## config.mk

```make
export PLATFORM = sky130hd
export DESIGN_NAME = ffm_top
export DESIGN_NICKNAME = d
export VERILOG_FILES = /design/src/rtl/ffm_top.v /design/src/rtl/ffm_nvm.v
export VERILOG_INCLUDE_DIRS = /design/src /design/src/rtl
export SDC_FILE = /design/constraint.sdc
export NUM_CORES = 1
export LEC_CHECK = 0
export BUFFER_PORTS_ARGS = -buffer_cell sky130_fd_sc_hd__buf_2
export CAP_MARGIN = 40
export CORE_UTILIZATION = 55
export CTS_BUF_LIST = sky130_fd_sc_hd__clkbuf_16
export DETAILED_ROUTE_END_ITERATION = 6
export PLACE_DENSITY_LB_ADDON = 0.12
export SYNTH_ARGS = -nofsm -noshare
export SYNTH_HDL_FRONTEND = slang
export SYNTH_SLANG_ARGS = --single-unit
```

## constraint.sdc

```tcl
create_clock -name pclk -period 3.65 [get_ports pclk]
set_input_delay 0.9125 -clock pclk [delete_from_list [all_inputs] [get_ports pclk]]
set_output_delay 0.9125 -clock pclk [all_outputs]
set_load 0.02 [all_outputs]
```

## src/rtl/ffm_consts.vh

```
`ifndef FFM_CONSTS_VH
`define FFM_CONSTS_VH
// ----------------------------------------------------------------
// Register byte offsets
// ----------------------------------------------------------------
`define FFM_ADDR_CTRL 12'h000
`define FFM_ADDR_STATUS 12'h004
`define FFM_ADDR_FLAGS 12'h008
`define FFM_ADDR_IRQ_STAT 12'h00c
`define FFM_ADDR_IRQ_MASK 12'h010
`define FFM_ADDR_CRC 12'h014
`define FFM_ADDR_CH_EN 12'h018
`define FFM_ADDR_CH_DIAG 12'h01c
`define FFM_ADDR_OPEN 12'h020
`define FFM_ADDR_SHORT 12'h024
`define FFM_ADDR_NVM_ADDR 12'h028
`define FFM_ADDR_NVM_DATA 12'h02c
// ----------------------------------------------------------------
// Control fields
// ----------------------------------------------------------------
`define FFM_CTRL_POR_CLR 0
`define FFM_CTRL_FORCE_FS 1
`define FFM_CTRL_ALL_FAIL 2
`define FFM_CTRL_CLR_FS 3
// ----------------------------------------------------------------
// Flag fields
// ----------------------------------------------------------------
`define FFM_FLAG_POR 0
`define FFM_FLAG_LOWSUP 1
`define FFM_FLAG_REF 2
`define FFM_FLAG_OT 3
`define FFM_FLAG_CRC 4
`define FFM_FLAG_OPEN 5
`define FFM_FLAG_SHORT 6
`define FFM_FLAG_ANY 7
`define FFM_NUM_FLAGS 8
// ----------------------------------------------------------------
// Timing
// ----------------------------------------------------------------
`define FFM_CLK_MHZ 250
`define FFM_RETRY_MS 10
`define FFM_RETRY_CYCLES (`FFM_RETRY_MS * 1000 * `FFM_CLK_MHZ)
`define FFM_INIT_CYCLES 1000
`define FFM_NVM_WORDS 16
`define FFM_CRC_INIT 8'hff
`endif

```

## src/rtl/ffm_top.v

```verilog
`timescale 1ns/10ps
`include "ffm_consts.vh"

// Operation
// - Fail-safe entry reloads whole nonvolatile image
// - After reload, compute CRC into computed register
// - CRC mismatch: outputs off, pin low, flags
// - Undervoltage: reset state, power-on flag, pin low
// - Low supply sets flags, auto-clears, no pin
// - Ref, overtemp, CRC fault in fail-safe: all off, flagged
// - Fault removal recovers automatically, flags clear
// - Diag in fail-safe qualified by pulse and enables; 10ms retry
// - Reset state clears registers, ignores host access
// - Leave reset only when both supplies good
// - Any supply drop returns to reset at once
// - All-fail select: pin low in fail-safe turns everything off
module ffm_top #(
  parameter NCH = 12,
  parameter RETRY_CYCLES = `FFM_RETRY_CYCLES,
  parameter INIT_CYCLES = `FFM_INIT_CYCLES
) (
  input wire pclk,
  input wire presetn,
  input wire psel,
  input wire penable,
  input wire pwrite,
  input wire [11:0] paddr,
  input wire [31:0] pwdata,
  output reg [31:0] prdata,
  output reg pready,
  output reg pslverr,
  input wire supply_uv,
  input wire ldo_uv,
  input wire low_supply,
  input wire ref_fault,
  input wire overtemp,
  input wire [NCH-1:0] open_det,
  input wire [NCH-1:0] short_det,
  input wire [NCH-1:0] pulse_long,
  input wire fault_pin_in,
  output reg fault_pin_out,
  output reg fault_pin_oe,
  output reg [NCH-1:0] channel_on,
  output reg [NCH-1:0] diag_active,
  output reg irq
);
  // ----------------------------------------------------------------
  // States
  // ----------------------------------------------------------------
  localparam ST_POR = 3'd0;
  localparam ST_INIT = 3'd1;
  localparam ST_NORMAL = 3'd2;
  localparam ST_LOAD = 3'd3;
  localparam ST_CRC = 3'd4;
  localparam ST_FS = 3'd5;
  localparam LW = 5;

  reg [2:0] state;
  reg [LW-1:0] load_idx;
  reg [31:0] init_cnt;
  reg [31:0] retry_cnt;
  reg retry_seen;
  reg [7:0] computed_crc_value;
  reg [7:0] stored_crc_value;
  reg [NCH-1:0] channel_enable;
  reg [NCH-1:0] channel_diag_enable;
  reg all_fail_select;
  reg force_fs;
  reg [NCH-1:0] open_channel_flag;
  reg [NCH-1:0] short_channel_flag;
  reg power_on_flag;
  reg low_supply_flag;
  reg ref_flag;
  reg overtemp_flag;
  reg crc_mismatch_flag;
  reg [`FFM_NUM_FLAGS-1:0] irq_stat;
  reg [`FFM_NUM_FLAGS-1:0] irq_mask;
  reg nvm_we;
  reg [3:0] nvm_waddr;
  reg [31:0] nvm_wdata;
  reg [3:0] nvm_raddr;
  wire [31:0] nvm_rdata;
  reg [7:0] crc_acc;
  reg [31:0] next_prdata;
  integer i;

  wire uv = supply_uv | ldo_uv;
  wire in_fs = (state == ST_FS);
  wire apb_acc = psel & penable & ~pready;
  wire host_ok = (state != ST_POR);
  wire wr = apb_acc & pwrite & host_ok;
  wire rd = apb_acc & ~pwrite & host_ok;
  wire retry_tick = (retry_cnt == RETRY_CYCLES - 1);
  wire [NCH-1:0] diag_ok = channel_enable & channel_diag_enable
    & pulse_long;
  wire [NCH-1:0] open_hit = open_det & diag_ok & {NCH{~low_supply}};
  wire [NCH-1:0] short_hit = short_det & diag_ok;
  wire all_off = ref_flag | overtemp_flag | crc_mismatch_flag;
  wire ch_fault = |(open_channel_flag | short_channel_flag);
  wire any_flag = power_on_flag | low_supply_flag | all_off | ch_fault;
  wire pin_drive = (state == ST_POR) | power_on_flag
    | (in_fs & (all_off | ch_fault));
  wire [`FFM_NUM_FLAGS-1:0] flag_vec = {any_flag, |short_channel_flag,
    |open_channel_flag, crc_mismatch_flag, overtemp_flag, ref_flag,
    low_supply_flag, power_on_flag};

  ffm_nvm #(.AW(4), .DW(32)) u_nvm (
    .pclk(pclk),
    .we(nvm_we),
    .waddr(nvm_waddr),
    .wdata(nvm_wdata),
    .raddr(nvm_raddr),
    .rdata(nvm_rdata)
  );

  // ----------------------------------------------------------------
  // Mode sequencing and nonvolatile reload
  // ----------------------------------------------------------------
  always @(posedge pclk or negedge presetn) begin
    if (!presetn) begin
      state <= ST_POR;
      load_idx <= {LW{1'b0}};
      init_cnt <= 32'h0;
      nvm_raddr <= 4'h0;
      crc_acc <= 8'h0;
      computed_crc_value <= 8'h0;
      stored_crc_value <= 8'h0;
      channel_enable <= {NCH{1'b0}};
      channel_diag_enable <= {NCH{1'b0}};
      all_fail_select <= 1'b0;
    end else if (uv) begin
      state <= ST_POR;
      load_idx <= {LW{1'b0}};
      init_cnt <= 32'h0;
      channel_enable <= {NCH{1'b0}};
      channel_diag_enable <= {NCH{1'b0}};
      all_fail_select <= 1'b0;
      computed_crc_value <= 8'h0;
    end else begin
      case (state)
        ST_POR: begin
          state <= ST_INIT;
        end
        ST_INIT: begin
          init_cnt <= init_cnt + 32'h1;
          if (init_cnt == INIT_CYCLES - 1) begin
            state <= ST_NORMAL;
          end
          if (wr && paddr == `FFM_ADDR_CTRL
              && pwdata[`FFM_CTRL_POR_CLR]) begin
            state <= ST_NORMAL;
          end
        end
        ST_NORMAL: begin
          if (wr && paddr == `FFM_ADDR_CH_EN) begin
            channel_enable <= pwdata[NCH-1:0];
          end
          if (wr && paddr == `FFM_ADDR_CH_DIAG) begin
            channel_diag_enable <= pwdata[NCH-1:0];
          end
          if (wr && paddr == `FFM_ADDR_CTRL) begin
            all_fail_select <= pwdata[`FFM_CTRL_ALL_FAIL];
          end
          if (force_fs) begin
            state <= ST_LOAD;
            load_idx <= {LW{1'b0}};
            nvm_raddr <= 4'h0;
            crc_acc <= `FFM_CRC_INIT;
          end
        end
        ST_LOAD: begin
          // Read data trails the address by one cycle
          nvm_raddr <= nvm_raddr + 4'h1;
          load_idx <= load_idx + {{(LW-1){1'b0}}, 1'b1};
          if (load_idx != {LW{1'b0}}) begin
            case (load_idx - {{(LW-1){1'b0}}, 1'b1})
              5'd0: channel_enable <= nvm_rdata[NCH-1:0];
              5'd1: channel_diag_enable <= nvm_rdata[NCH-1:0];
              5'd2: all_fail_select <= nvm_rdata[0];
              5'd15: stored_crc_value <= nvm_rdata[7:0];
              default: ;
            endcase
            if (load_idx != 5'd16) begin
              crc_acc <= crc_acc ^ nvm_rdata[7:0] ^ nvm_rdata[15:8]
                ^ nvm_rdata[23:16] ^ nvm_rdata[31:24];
            end
          end
          if (load_idx == 5'd16) begin
            state <= ST_CRC;
          end
        end
        ST_CRC: begin
          computed_crc_value <= crc_acc;
          state <= ST_FS;
        end
        ST_FS: begin
          if (wr && paddr == `FFM_ADDR_CTRL
              && pwdata[`FFM_CTRL_CLR_FS]) begin
            state <= ST_NORMAL;
          end
        end
        default: state <= ST_POR;
      endcase
    end
  end

  // ----------------------------------------------------------------
  // Fault flags
  // ----------------------------------------------------------------
  always @(posedge pclk or negedge presetn) begin
    if (!presetn) begin
      power_on_flag <= 1'b1;
      low_supply_flag <= 1'b0;
      ref_flag <= 1'b0;
      overtemp_flag <= 1'b0;
      crc_mismatch_flag <= 1'b0;
      force_fs <= 1'b0;
      open_channel_flag <= {NCH{1'b0}};
      short_channel_flag <= {NCH{1'b0}};
      retry_cnt <= 32'h0;
      retry_seen <= 1'b0;
    end else begin
      if (uv) begin
        power_on_flag <= 1'b1;
      end else if (wr && paddr == `FFM_ADDR_CTRL
                   && pwdata[`FFM_CTRL_POR_CLR]) begin
        power_on_flag <= 1'b0;
      end
      low_supply_flag <= low_supply;
      force_fs <= (state == ST_NORMAL) & wr & (paddr == `FFM_ADDR_CTRL)
        & pwdata[`FFM_CTRL_FORCE_FS];
      retry_cnt <= retry_tick ? 32'h0 : retry_cnt + 32'h1;
      // Retry pulse is on the pins one cycle after the tick
      retry_seen <= retry_tick;
      if (in_fs) begin
        ref_flag <= ref_fault;
        overtemp_flag <= overtemp;
        crc_mismatch_flag <= computed_crc_value != stored_crc_value;
        for (i = 0; i < NCH; i = i + 1) begin
          // Flags hold until the retry pulse has sensed the channel good,
          // so the fault pin is not let go while the fault persists
          if (open_hit[i]) begin
            open_channel_flag[i] <= 1'b1;
          end else if (retry_seen) begin
            open_channel_flag[i] <= 1'b0;
          end
          if (short_hit[i]) begin
            short_channel_flag[i] <= 1'b1;
          end else if (retry_seen) begin
            short_channel_flag[i] <= 1'b0;
          end
        end
      end else begin
        ref_flag <= 1'b0;
        overtemp_flag <= 1'b0;
        crc_mismatch_flag <= 1'b0;
        open_channel_flag <= {NCH{1'b0}};
        short_channel_flag <= {NCH{1'b0}};
      end
    end
  end

  // ----------------------------------------------------------------
  // Outputs
  // ----------------------------------------------------------------
  always @(posedge pclk or negedge presetn) begin
    if (!presetn) begin
      channel_on <= {NCH{1'b0}};
      diag_active <= {NCH{1'b0}};
      fault_pin_out <= 1'b0;
      fault_pin_oe <= 1'b0;
      irq <= 1'b0;
    end else begin
      fault_pin_oe <= pin_drive;
      fault_pin_out <= 1'b0;
      irq <= |(irq_stat & irq_mask);
      if (state == ST_POR || uv || (in_fs && all_off)) begin
        channel_on <= {NCH{1'b0}};
        diag_active <= {NCH{1'b0}};
      end else if (in_fs && all_fail_select && !fault_pin_in) begin
        channel_on <= {NCH{1'b0}};
        diag_active <= {NCH{1'b0}};
      end else if (in_fs) begin
        // Failed channel stays off except during a retry pulse
        channel_on <= channel_enable & ~((open_channel_flag
          | short_channel_flag) & {NCH{~retry_tick}});
        diag_active <= diag_ok;
      end else begin
        channel_on <= channel_enable;
        diag_active <= channel_enable & channel_diag_enable;
      end
    end
  end

  // ----------------------------------------------------------------
  // APB slave and interrupts
  // ----------------------------------------------------------------
  always @* begin
    next_prdata = 32'h0;
    case (paddr)
      `FFM_ADDR_STATUS: next_prdata = {29'h0, state};
      `FFM_ADDR_FLAGS: next_prdata = {24'h0, flag_vec};
      `FFM_ADDR_IRQ_STAT: next_prdata = {24'h0, irq_stat};
      `FFM_ADDR_IRQ_MASK: next_prdata = {24'h0, irq_mask};
      `FFM_ADDR_CRC: next_prdata = {16'h0, stored_crc_value,
        computed_crc_value};
      `FFM_ADDR_CH_EN: next_prdata = {{(32-NCH){1'b0}}, channel_enable};
      `FFM_ADDR_CH_DIAG: next_prdata = {{(32-NCH){1'b0}},
        channel_diag_enable};
      `FFM_ADDR_OPEN: next_prdata = {{(32-NCH){1'b0}}, open_channel_flag};
      `FFM_ADDR_SHORT: next_prdata = {{(32-NCH){1'b0}},
        short_channel_flag};
      `FFM_ADDR_CTRL: next_prdata = {29'h0, all_fail_select, 2'b00};
      default: next_prdata = 32'h0;
    endcase
  end

  always @(posedge pclk or negedge presetn) begin
    if (!presetn) begin
      pready <= 1'b0;
      pslverr <= 1'b0;
      prdata <= 32'h0;
      irq_stat <= {`FFM_NUM_FLAGS{1'b0}};
      irq_mask <= {`FFM_NUM_FLAGS{1'b0}};
      nvm_we <= 1'b0;
      nvm_waddr <= 4'h0;
      nvm_wdata <= 32'h0;
    end else begin
      pready <= apb_acc;
      pslverr <= apb_acc & ~host_ok;
      prdata <= rd ? next_prdata : 32'h0;
      nvm_we <= wr & (paddr == `FFM_ADDR_NVM_DATA);
      nvm_wdata <= pwdata;
      if (wr && paddr == `FFM_ADDR_NVM_ADDR) begin
        nvm_waddr <= pwdata[3:0];
      end
      if (wr && paddr == `FFM_ADDR_IRQ_MASK) begin
        irq_mask <= pwdata[`FFM_NUM_FLAGS-1:0];
      end
      if (wr && paddr == `FFM_ADDR_IRQ_STAT) begin
        irq_stat <= (irq_stat & ~pwdata[`FFM_NUM_FLAGS-1:0])
          | flag_vec;
      end else begin
        irq_stat <= irq_stat | flag_vec;
      end
    end
  end
endmodule // ffm_top

```

## src/rtl/ffm_nvm.v

```verilog
`timescale 1ns/10ps
// Nonvolatile image model: synchronous write, registered read
module ffm_nvm #(
  parameter AW = 4,
  parameter DW = 32
) (
  input wire pclk,
  input wire we,
  input wire [AW-1:0] waddr,
  input wire [DW-1:0] wdata,
  input wire [AW-1:0] raddr,
  output reg [DW-1:0] rdata
);
  reg [DW-1:0] mem [0:(1<<AW)-1];

  always @(posedge pclk) begin
    if (we) begin
      mem[waddr] <= wdata;
    end
    rdata <= mem[raddr];
  end
endmodule // ffm_nvm

```

==> metrics.md, run 1 <==
| Metric | Value |
|---|---|
| Outcome | `finished clean` |
| Setup TNS | `0 ps` |
| RD Place Congestion | `0.944` |
| Hold buffers post-CTS | `0` |
| Setup Buffers After CTS | `0` |
| Total Power | `around 19000 µW` |
| Clk network pwr share | `between 40 and 50%` |
| Crit path max fanout | `10` |
| Core Footprint | `a little under 0.06 mm²` |
| Port bufs | `around 130` |
| DRC | `0` |
| Fmax | `around 0.37 GHz` |
| Critical R2R Capture | `stored_crc_value[6]$_DFFE_PN0P_` |
| CP cell instances | `inv_1, ha_1, nor3b_1, nor2b_1, nor4_4, mux2_2` |
| Final Critical Period | `around 2700 ps` |
| Largest net degree at the start of global routing | `just over 70` |
| Area growth syn-to-layout | `13.8%` |
| Period utilization | `about 74%` |
| # clock sinks | `~800` |
| Final wirelength | `78600 µm` |
| Pwr dens | `a little over 500 mW/mm²` |
| Req. time, crit path | `roughly 4200 ps` |
| Starting Density | `a little under three fifths` |
| Yosys warning count | `0` |
| MaxCap Viol Count | `0` |
| Syn Area/Cell | `~17 µm²` |
| Power share of the combinational group | `6.7%` |
| Switching Fraction | `between 20% and 30%` |
| CTS Root Cell | `clkbuf_16` |
| Syn Inst Count | `roughly 1900` |
| Slew headroom | `between 40% and 50%` |
| CP Class | `flip-flop to flip-flop` |
| # rows | `between 80 and 90` |
| Die area | `around 0.06 mm²` |
| Diodes inserted | `0` |
| Avg WL per Cell | `approximately 27 µm` |
| CTS buffer count | `just over 80` |
| Worst-Margin Slew | `897 ps` |
| Peak VDD IR | `~410 µV` |
| Startpoint type of the worst setup path | `flip-flop` |
| EDFF count, synth | `512` |
| Switching power total | `4240 µW` |
| Worst-path clk slew | `roughly 60 ps` |
| Post-cts resize count | `0` |
| Reg-to-reg startpoint | `load_idx[0]$_DFFE_PN0P_` |
| First-pass GRT wire length | `around 120000 µm` |
| DR vias | `about 18000` |
| R2R depth | `6` |
| Depth of the CTS H-tree | `3` |
| LEAKAGE | `0.0132 µW` |
| Flop2flop setup slack | `around 940 ps` |
| CP max-delay cell | `nor4_4` |
| Fillers | `approximately 4100` |
| GRT Residual Overflow | `0` |
| Ratio of cells with drive above 1 in the final layout | `about a quarter` |
| Sequential fraction of design power | `roughly 53%` |
| Final Hold Fails | `0` |
| Clock buffer depth | `3` |
| Antenna violations before repair | `1` |
| Netlist cell types | `80` |
| Pre-antenna DRT Iters | `7` |
| DRT iter0 DRCs | `about 1700` |
| Drt via density | `~6.2` |
| GRT Resource Usage Total | `a little over a quarter` |
| Final Net Count | `between 2000 and 2500` |
| Commonest register cell after synthesis | `edfxtp_1` |
| Fin Clk Skew | `between 20 and 25 ps` |
| Asr flop ratio synth | `31.7%` |
| Die X | `between 200 and 250 µm` |
| HP Class | `primary input to asynchronous set/reset pin` |
| # IOs | `around 150` |
| Crit end category | `flip-flop` |
| Vias in the first global route | `around 19000` |
| Cell Int Power | `14700 µW` |
| Fin. max-slew vios | `0` |
| Unrepaired setup endpoints after global routing | `no` |
| Util after Layout | `a little under two thirds` |
| Die Span Y | `244 µm` |
| Hpwl dp | `~49000 µm` |
| Cell Area, Synth | `between 0.03 and 0.04 mm²` |
| TritonCTS clock tree | `built` |
| Worst EP arrival | `around 3200 ps` |
| Final number of setup-violating endpoints | `0` |
| Slowest stage delay, CP | `a little over 600 ps` |
| Worst skew pair latency | `roughly 630 ps` |
| Post-route ant nets | `0` |
| Synthesis-stage register bit count | `around 800` |
| Register area share after synthesis | `a little over two thirds` |
-- placed cells by master, fill, tap and decap left out, types with 12 or more instances in the layout --
cell type,n
buf_2,134
a221o_1,16
nor3_1,13
buf_4,60
a21oi_1,69
mux4_2,163
inv_1,46
nor2_4,13
a31oi_1,17
a22oi_1,21
edfxtp_1,512
o21ai_0,16
nand2b_1,29
o2111a_1,12
mux2_1,19
nand3_1,44
o311a_1,12
a21o_1,12
nor2_1,89
mux2i_1,14
nor4_1,20
clkbuf_16,84
dfrtp_1,248
clkinv_2,14
nor2b_1,18
dfxtp_1,32
xor2_1,49
nand4_1,58
nand2_1,112
conb_1,17
clkinv_1,16
xnor2_1,46
and3_1,13
-- cell type report --
type	instances	area (µm²)	share of cell area, %
clock buffers	84	2100	5.74
clock inverters	68	387	1.06
inverters	16	60.1	0.164
multi-input cells	1031	9420	25.7
flip-flops and latches	797	22400	61.1
well taps	765	957	2.62
repair buffers	204	1310	3.58
-- stage by stage --
| step | std cells | worst slack, ps | hold slack (ps) | instance area [µm²] |
|---|---|---|---|---|
| final | 2965 | 936 | 244 | 36600 |
| after floorplan | 1959 | 79.7 | 442 | 32200 |
| after global routing | 2965 | 765 | 268 | 36600 |
| after global placement | 2809 | 396 | 468 | 34100 |
| after CTS | 2965 | 914 | 233 | 36600 |
| after detailed placement | 2813 | 540 | 469 | 34100 |
-- power by group through the flow --
stage	Sequential [µW]	Clock [µW]	Combinational [µW]
finish	9960	7720	1270
global route	9970	8210	1370
CTS	9960	7860	1290
detailed placement	10100	0	1290
global placement	10100	0	1280
floorplan	10000	0	952
-- Yosys cell counts, drive strengths merged, types with 8 or more instances --
cell type  count  area share [%]
mux2          22            0.77
ha             9            0.35
a21o          12            0.28
nor3          20            0.42
nand2        112             1.3
o21a           8            0.19
buf           51            0.86
clkbuf        64            0.75
o21ai         20            0.31
xnor2         46             1.3
mux4         163              11
and2          10            0.19
inv           16            0.19
nor4          24            0.57
nor2         103             1.2
edfxtp       512              48
a31oi         17            0.33
nand3         44            0.68
o211ai         9            0.23
a22oi         21            0.49
o2111a        12            0.42
nand2b        29            0.56
o311a         12            0.37
nand4         58             1.1
nor2b         18            0.35
and3          13            0.25
dfrtp        252              20
mux2i         14            0.44
dfxtp         32             2.0
o22a           8            0.22
a21oi         71             1.1
xor2          49             1.3
a221o         16            0.50
-- routing by layer --
| layer | GRT usage (%) | routed length, µm | vias to the layer above |
|---|---|---|---|
| li1 | - | - | 7955 |
| met1 | 37.4 | 32600 | 9594 |
| met2 | 44.7 | 39400 | 688 |
| met3 | 3.69 | 4630 | 124 |
| met4 | 8.88 | 1980 | 0 |
| met5 | 0 | 0 | - |
-- worst max-delay path by stage --
stage | startpoint | endpoint | slack (ps) | cells after the start
after detailed placement | paddr[7] | prdata[15]$_DFF_PN0_ | 540 | 6
after floorplan | nvm_waddr[2]$_DFFE_PN0P_ | u_nvm.mem[0][0]$_DFFE_PP_ | 80 | 2
after global placement | paddr[2] | channel_diag_enable[10]$_DFFE_PN0P_ | 400 | 6
after global routing | state[0]$_DFFE_PN0P_ | stored_crc_value[5]$_DFFE_PN0P_ | 760 | 7
after CTS | state[0]$_DFFE_PN0P_ | stored_crc_value[6]$_DFFE_PN0P_ | 910 | 7
final | load_idx[0]$_DFFE_PN0P_ | stored_crc_value[6]$_DFFE_PN0P_ | 940 | 6
-- cell families after synthesis --
logic type	Yosys count	share of synthesized area [%]
flip-flops	797	69.5
other	1	0.0117
AND/OR/NAND/NOR	480	7.97
XOR/XNOR	95	2.59
multiplexers	199	12.6
AO/OA/AOI/OAI	231	5.17
adder cells (fa/ha/maj)	9	0.350
buffers and inverters	131	1.79
-- sequential cells by signal, summed over array words and instances, names as in the netlist, 3 cells and up --
signal,count
open_channel_flag,12
channel_on,12
u_nvm.mem,512
diag_active,12
nvm_waddr,4
stored_crc_value,8
short_channel_flag,12
prdata,16
retry_cnt,32
u_nvm.rdata,32
load_idx,5
nvm_raddr,4
channel_diag_enable,12
computed_crc_value,8
nvm_wdata,32
init_cnt,32
irq_stat,8
state,3
irq_mask,8
crc_acc,8
channel_enable,12
-- worst max-delay path: cells and delay by family (launching register included) --
| kind | cells | cell delay, ps |
|---|---|---|
| adder cells (fa/ha/maj) | 1 | 240 |
| flip-flops | 1 | 480 |
| AND/OR/NAND/NOR | 3 | 1320 |
| multiplexers | 1 | 410 |
| buffers and inverters | 1 | 150 |
Power figures use the tool's default switching activity.
==> run 2: changes to the inputs <==
==> constraint.sdc (replaced) <==
create_clock -name pclk -period 2.29 [get_ports pclk]
set_input_delay 0.5725 -clock pclk [delete_from_list [all_inputs] [get_ports pclk]]
set_output_delay 0.5725 -clock pclk [all_outputs]
set_load 0.02 [all_outputs]
==> run 2 against run 1 <==
Compared with the run above: clock skew grew 3.8 ps; core utilization is 2.2 points higher; sequential power is 59% higher; first-iteration DRC count is 2.9% lower; hold slack got worse by 210 ps; final cell count is 3.3% higher; register-to-register slack got worse by 860 ps; sequential cell count unchanged; design area grew 3.4%; global-route usage down 0.28 points; largest power group unchanged; highest routed layer unchanged.
==> metrics.md, run 2 (synthesis results as in run 1) <==
| Metric | Value |
|---|---|
| Startpoint type of the worst setup path | `flip-flop` |
| MaxCap Viol Count | `0` |
| Worst-path clk slew | `roughly 60 ps` |
| Hold path depth | `1` |
| Flop2flop setup slack | `roughly 80 ps` |
| Diodes inserted | `0` |
| Final Hold Fails | `0` |
| R2R depth | `3` |
| LEAKAGE | `roughly 0.014 µW` |
| Post-route ant nets | `0` |
| Die Span Y | `roughly 240 µm` |
| Final Critical Period | `between 2000 and 2500 ps` |
| Crit path max fanout | `16` |
| Worst EP arrival | `2710 ps` |
| Dpl cells | `2910` |
| Final wirelength | `approximately 77000 µm` |
| CP cell instances | `buf_4, mux4_2, mux4_2` |
| Area growth syn-to-layout | `17.7%` |
| DRC | `0` |
| Slowest stage delay, CP | `between 700 and 800 ps` |
| Setup crit end | `u_nvm.rdata[29]$_DFF_P_` |
| Die area | `0.0594 mm²` |
| Pwr dens | `between 800 and 900 mW/mm²` |
| CP dominant cell by count | `mux4_2` |
| Worst Setup SP | `nvm_raddr[0]$_DFFE_PN0P_` |
| # clock sinks | `797` |
| Top reg by flops | `u_nvm.mem` |
| Die X | `approximately 240 µm` |
| CTS buffer count | `80` |
| GRT Resource Usage Total | `~27%` |
| Core Footprint | `between 0.05 and 0.06 mm²` |
| Req. time, crit path | `roughly 2800 ps` |
| Crit end category | `flip-flop` |
| TritonCTS clock tree | `built` |
| Worst-Margin Slew | `about 650 ps` |
| Largest net degree at the start of global routing | `63` |
| Avg WL per Cell | `25.3 µm` |
| Antenna violations before repair | `0` |
| Clock buffer depth | `3` |
| CP max-delay cell | `dfrtp_4` |
| Final Non-Filler Cells | `about 3100` |
| Critical R2R Capture | `u_nvm.rdata[29]$_DFF_P_` |
| First-pass GRT wire length | `118000 µm` |
| Pre-antenna DRT Iters | `7` |
| Most common cell after layout, fill and taps aside | `edfxtp_1` |
| Outcome | `finished clean` |
| Period utilization | `a little over nine tenths` |
| Peak VDD IR | `about 700 µV` |
| Slew headroom | `between 50% and 60%` |
| RD Place Congestion | `between 0.9 and 1` |
| Depth of the CTS H-tree | `3` |
| DR vias | `roughly 19000` |
| Fmax | `between 0.4 and 0.5 GHz` |
| Worst skew pair latency | `approximately 640 ps` |
| DRT iter0 DRCs | `1607` |
| Final number of setup-violating endpoints | `0` |
| Most frequent cells in the layout | `edfxtp_1 (512), dfrtp_1 (247), mux4_2 (163)` |
| Hpwl dp | `49800 µm` |
| Max reg flops | `about 500` |
| Final Net Count | `around 2300` |
| CP Class | `flip-flop to flip-flop` |
| Reg-to-reg startpoint | `nvm_raddr[0]$_DFFE_PN0P_` |
| GRT Residual Overflow | `0` |
| HP Class | `primary input to flip-flop` |
| Total Power | `about 30000 µW` |
| Fillers | `4023` |
| Vias in the first global route | `between 15000 and 20000` |
| # rows | `between 80 and 90` |
| Drt via density | `just over 6` |
| Port bufs | `between 100 and 150` |
| # IOs | `roughly 150` |
| Fin Clk Skew | `around 29 ps` |
| CTS Root Cell | `clkbuf_16` |
| Starting Density | `between 50% and 60%` |
| Fin. max-slew vios | `0` |
| Ratio of cells with drive above 1 in the final layout | `27.6%` |
run 2: worst min-delay path by stage:
stage / startpoint / endpoint / slack [ps]
2_1_floorplan: presetn / all_fail_select$_DFFE_PN0P_ / 280
3_3_place_gp: retry_cnt[31]$_DFF_PN0_ / retry_cnt[31]$_DFF_PN0_ / 470
3_5_place_dp: retry_cnt[31]$_DFF_PN0_ / retry_cnt[31]$_DFF_PN0_ / 470
4_1_cts: pwdata[12] / nvm_wdata[12]$_DFF_PN0_ / 2
5_1_grt: pwdata[17] / nvm_wdata[17]$_DFF_PN0_ / 10
6_report: pwdata[12] / nvm_wdata[12]$_DFF_PN0_ / 30
run 2: timing repair:
item,CTS,global route
gates cloned,0,0
pin swaps,3,1
hold endpoints to repair,53,0
setup endpoints to repair,1,25
buffers inserted,0,2
hold buffers,1,0
gates resized for setup,0,7
run 2: through the flow:
stage	hold WS, ps	setup WS [ps]	TNS, ps	cell area [µm²]	util, %
after floorplan	277	-409	-48930	32300	-
after global placement	467	-97.8	-1760	35300	61.1
after detailed placement	473	-125	-2370	35300	61.1
after CTS	2.33	44.8	0	37800	65.5
after global routing	9.81	-15.0	-56.9	37800	65.6
final	34.3	80.6	0	37800	65.6
run 2: layout make-up:
class | instances | area (µm²) | share of cell area, %
clock inverter | 68 | 507 | 1.34
inverter | 16 | 60.1 | 0.159
sequential | 797 | 22400 | 59.1
tap | 765 | 957 | 2.53
timing repair buffer | 304 | 2450 | 6.47
clock buffer | 81 | 2030 | 5.36
multi-input combinational | 1031 | 9490 | 25.1
run 2: critical path: cells and delay by family, from the launching register on:
family	cells	cell delay, ps
flip-flops	1	710
multiplexers	2	1020
buffers and inverters	1	330
run 2: routing by layer:
layer  wire length, µm  vias to the layer above  GRT usage [%]
li1                  -                     8167              -
met1             32300                     9544           36.7
met2             38900                      656           44.6
met4              2060                        0           8.31
met3              4260                      138           3.90
met5                 0                        -              0
run 2: power by group:
part	internal (µW)	switching, µW
Combinational	1170	1020
Sequential	15500	321
Clock	6950	5510
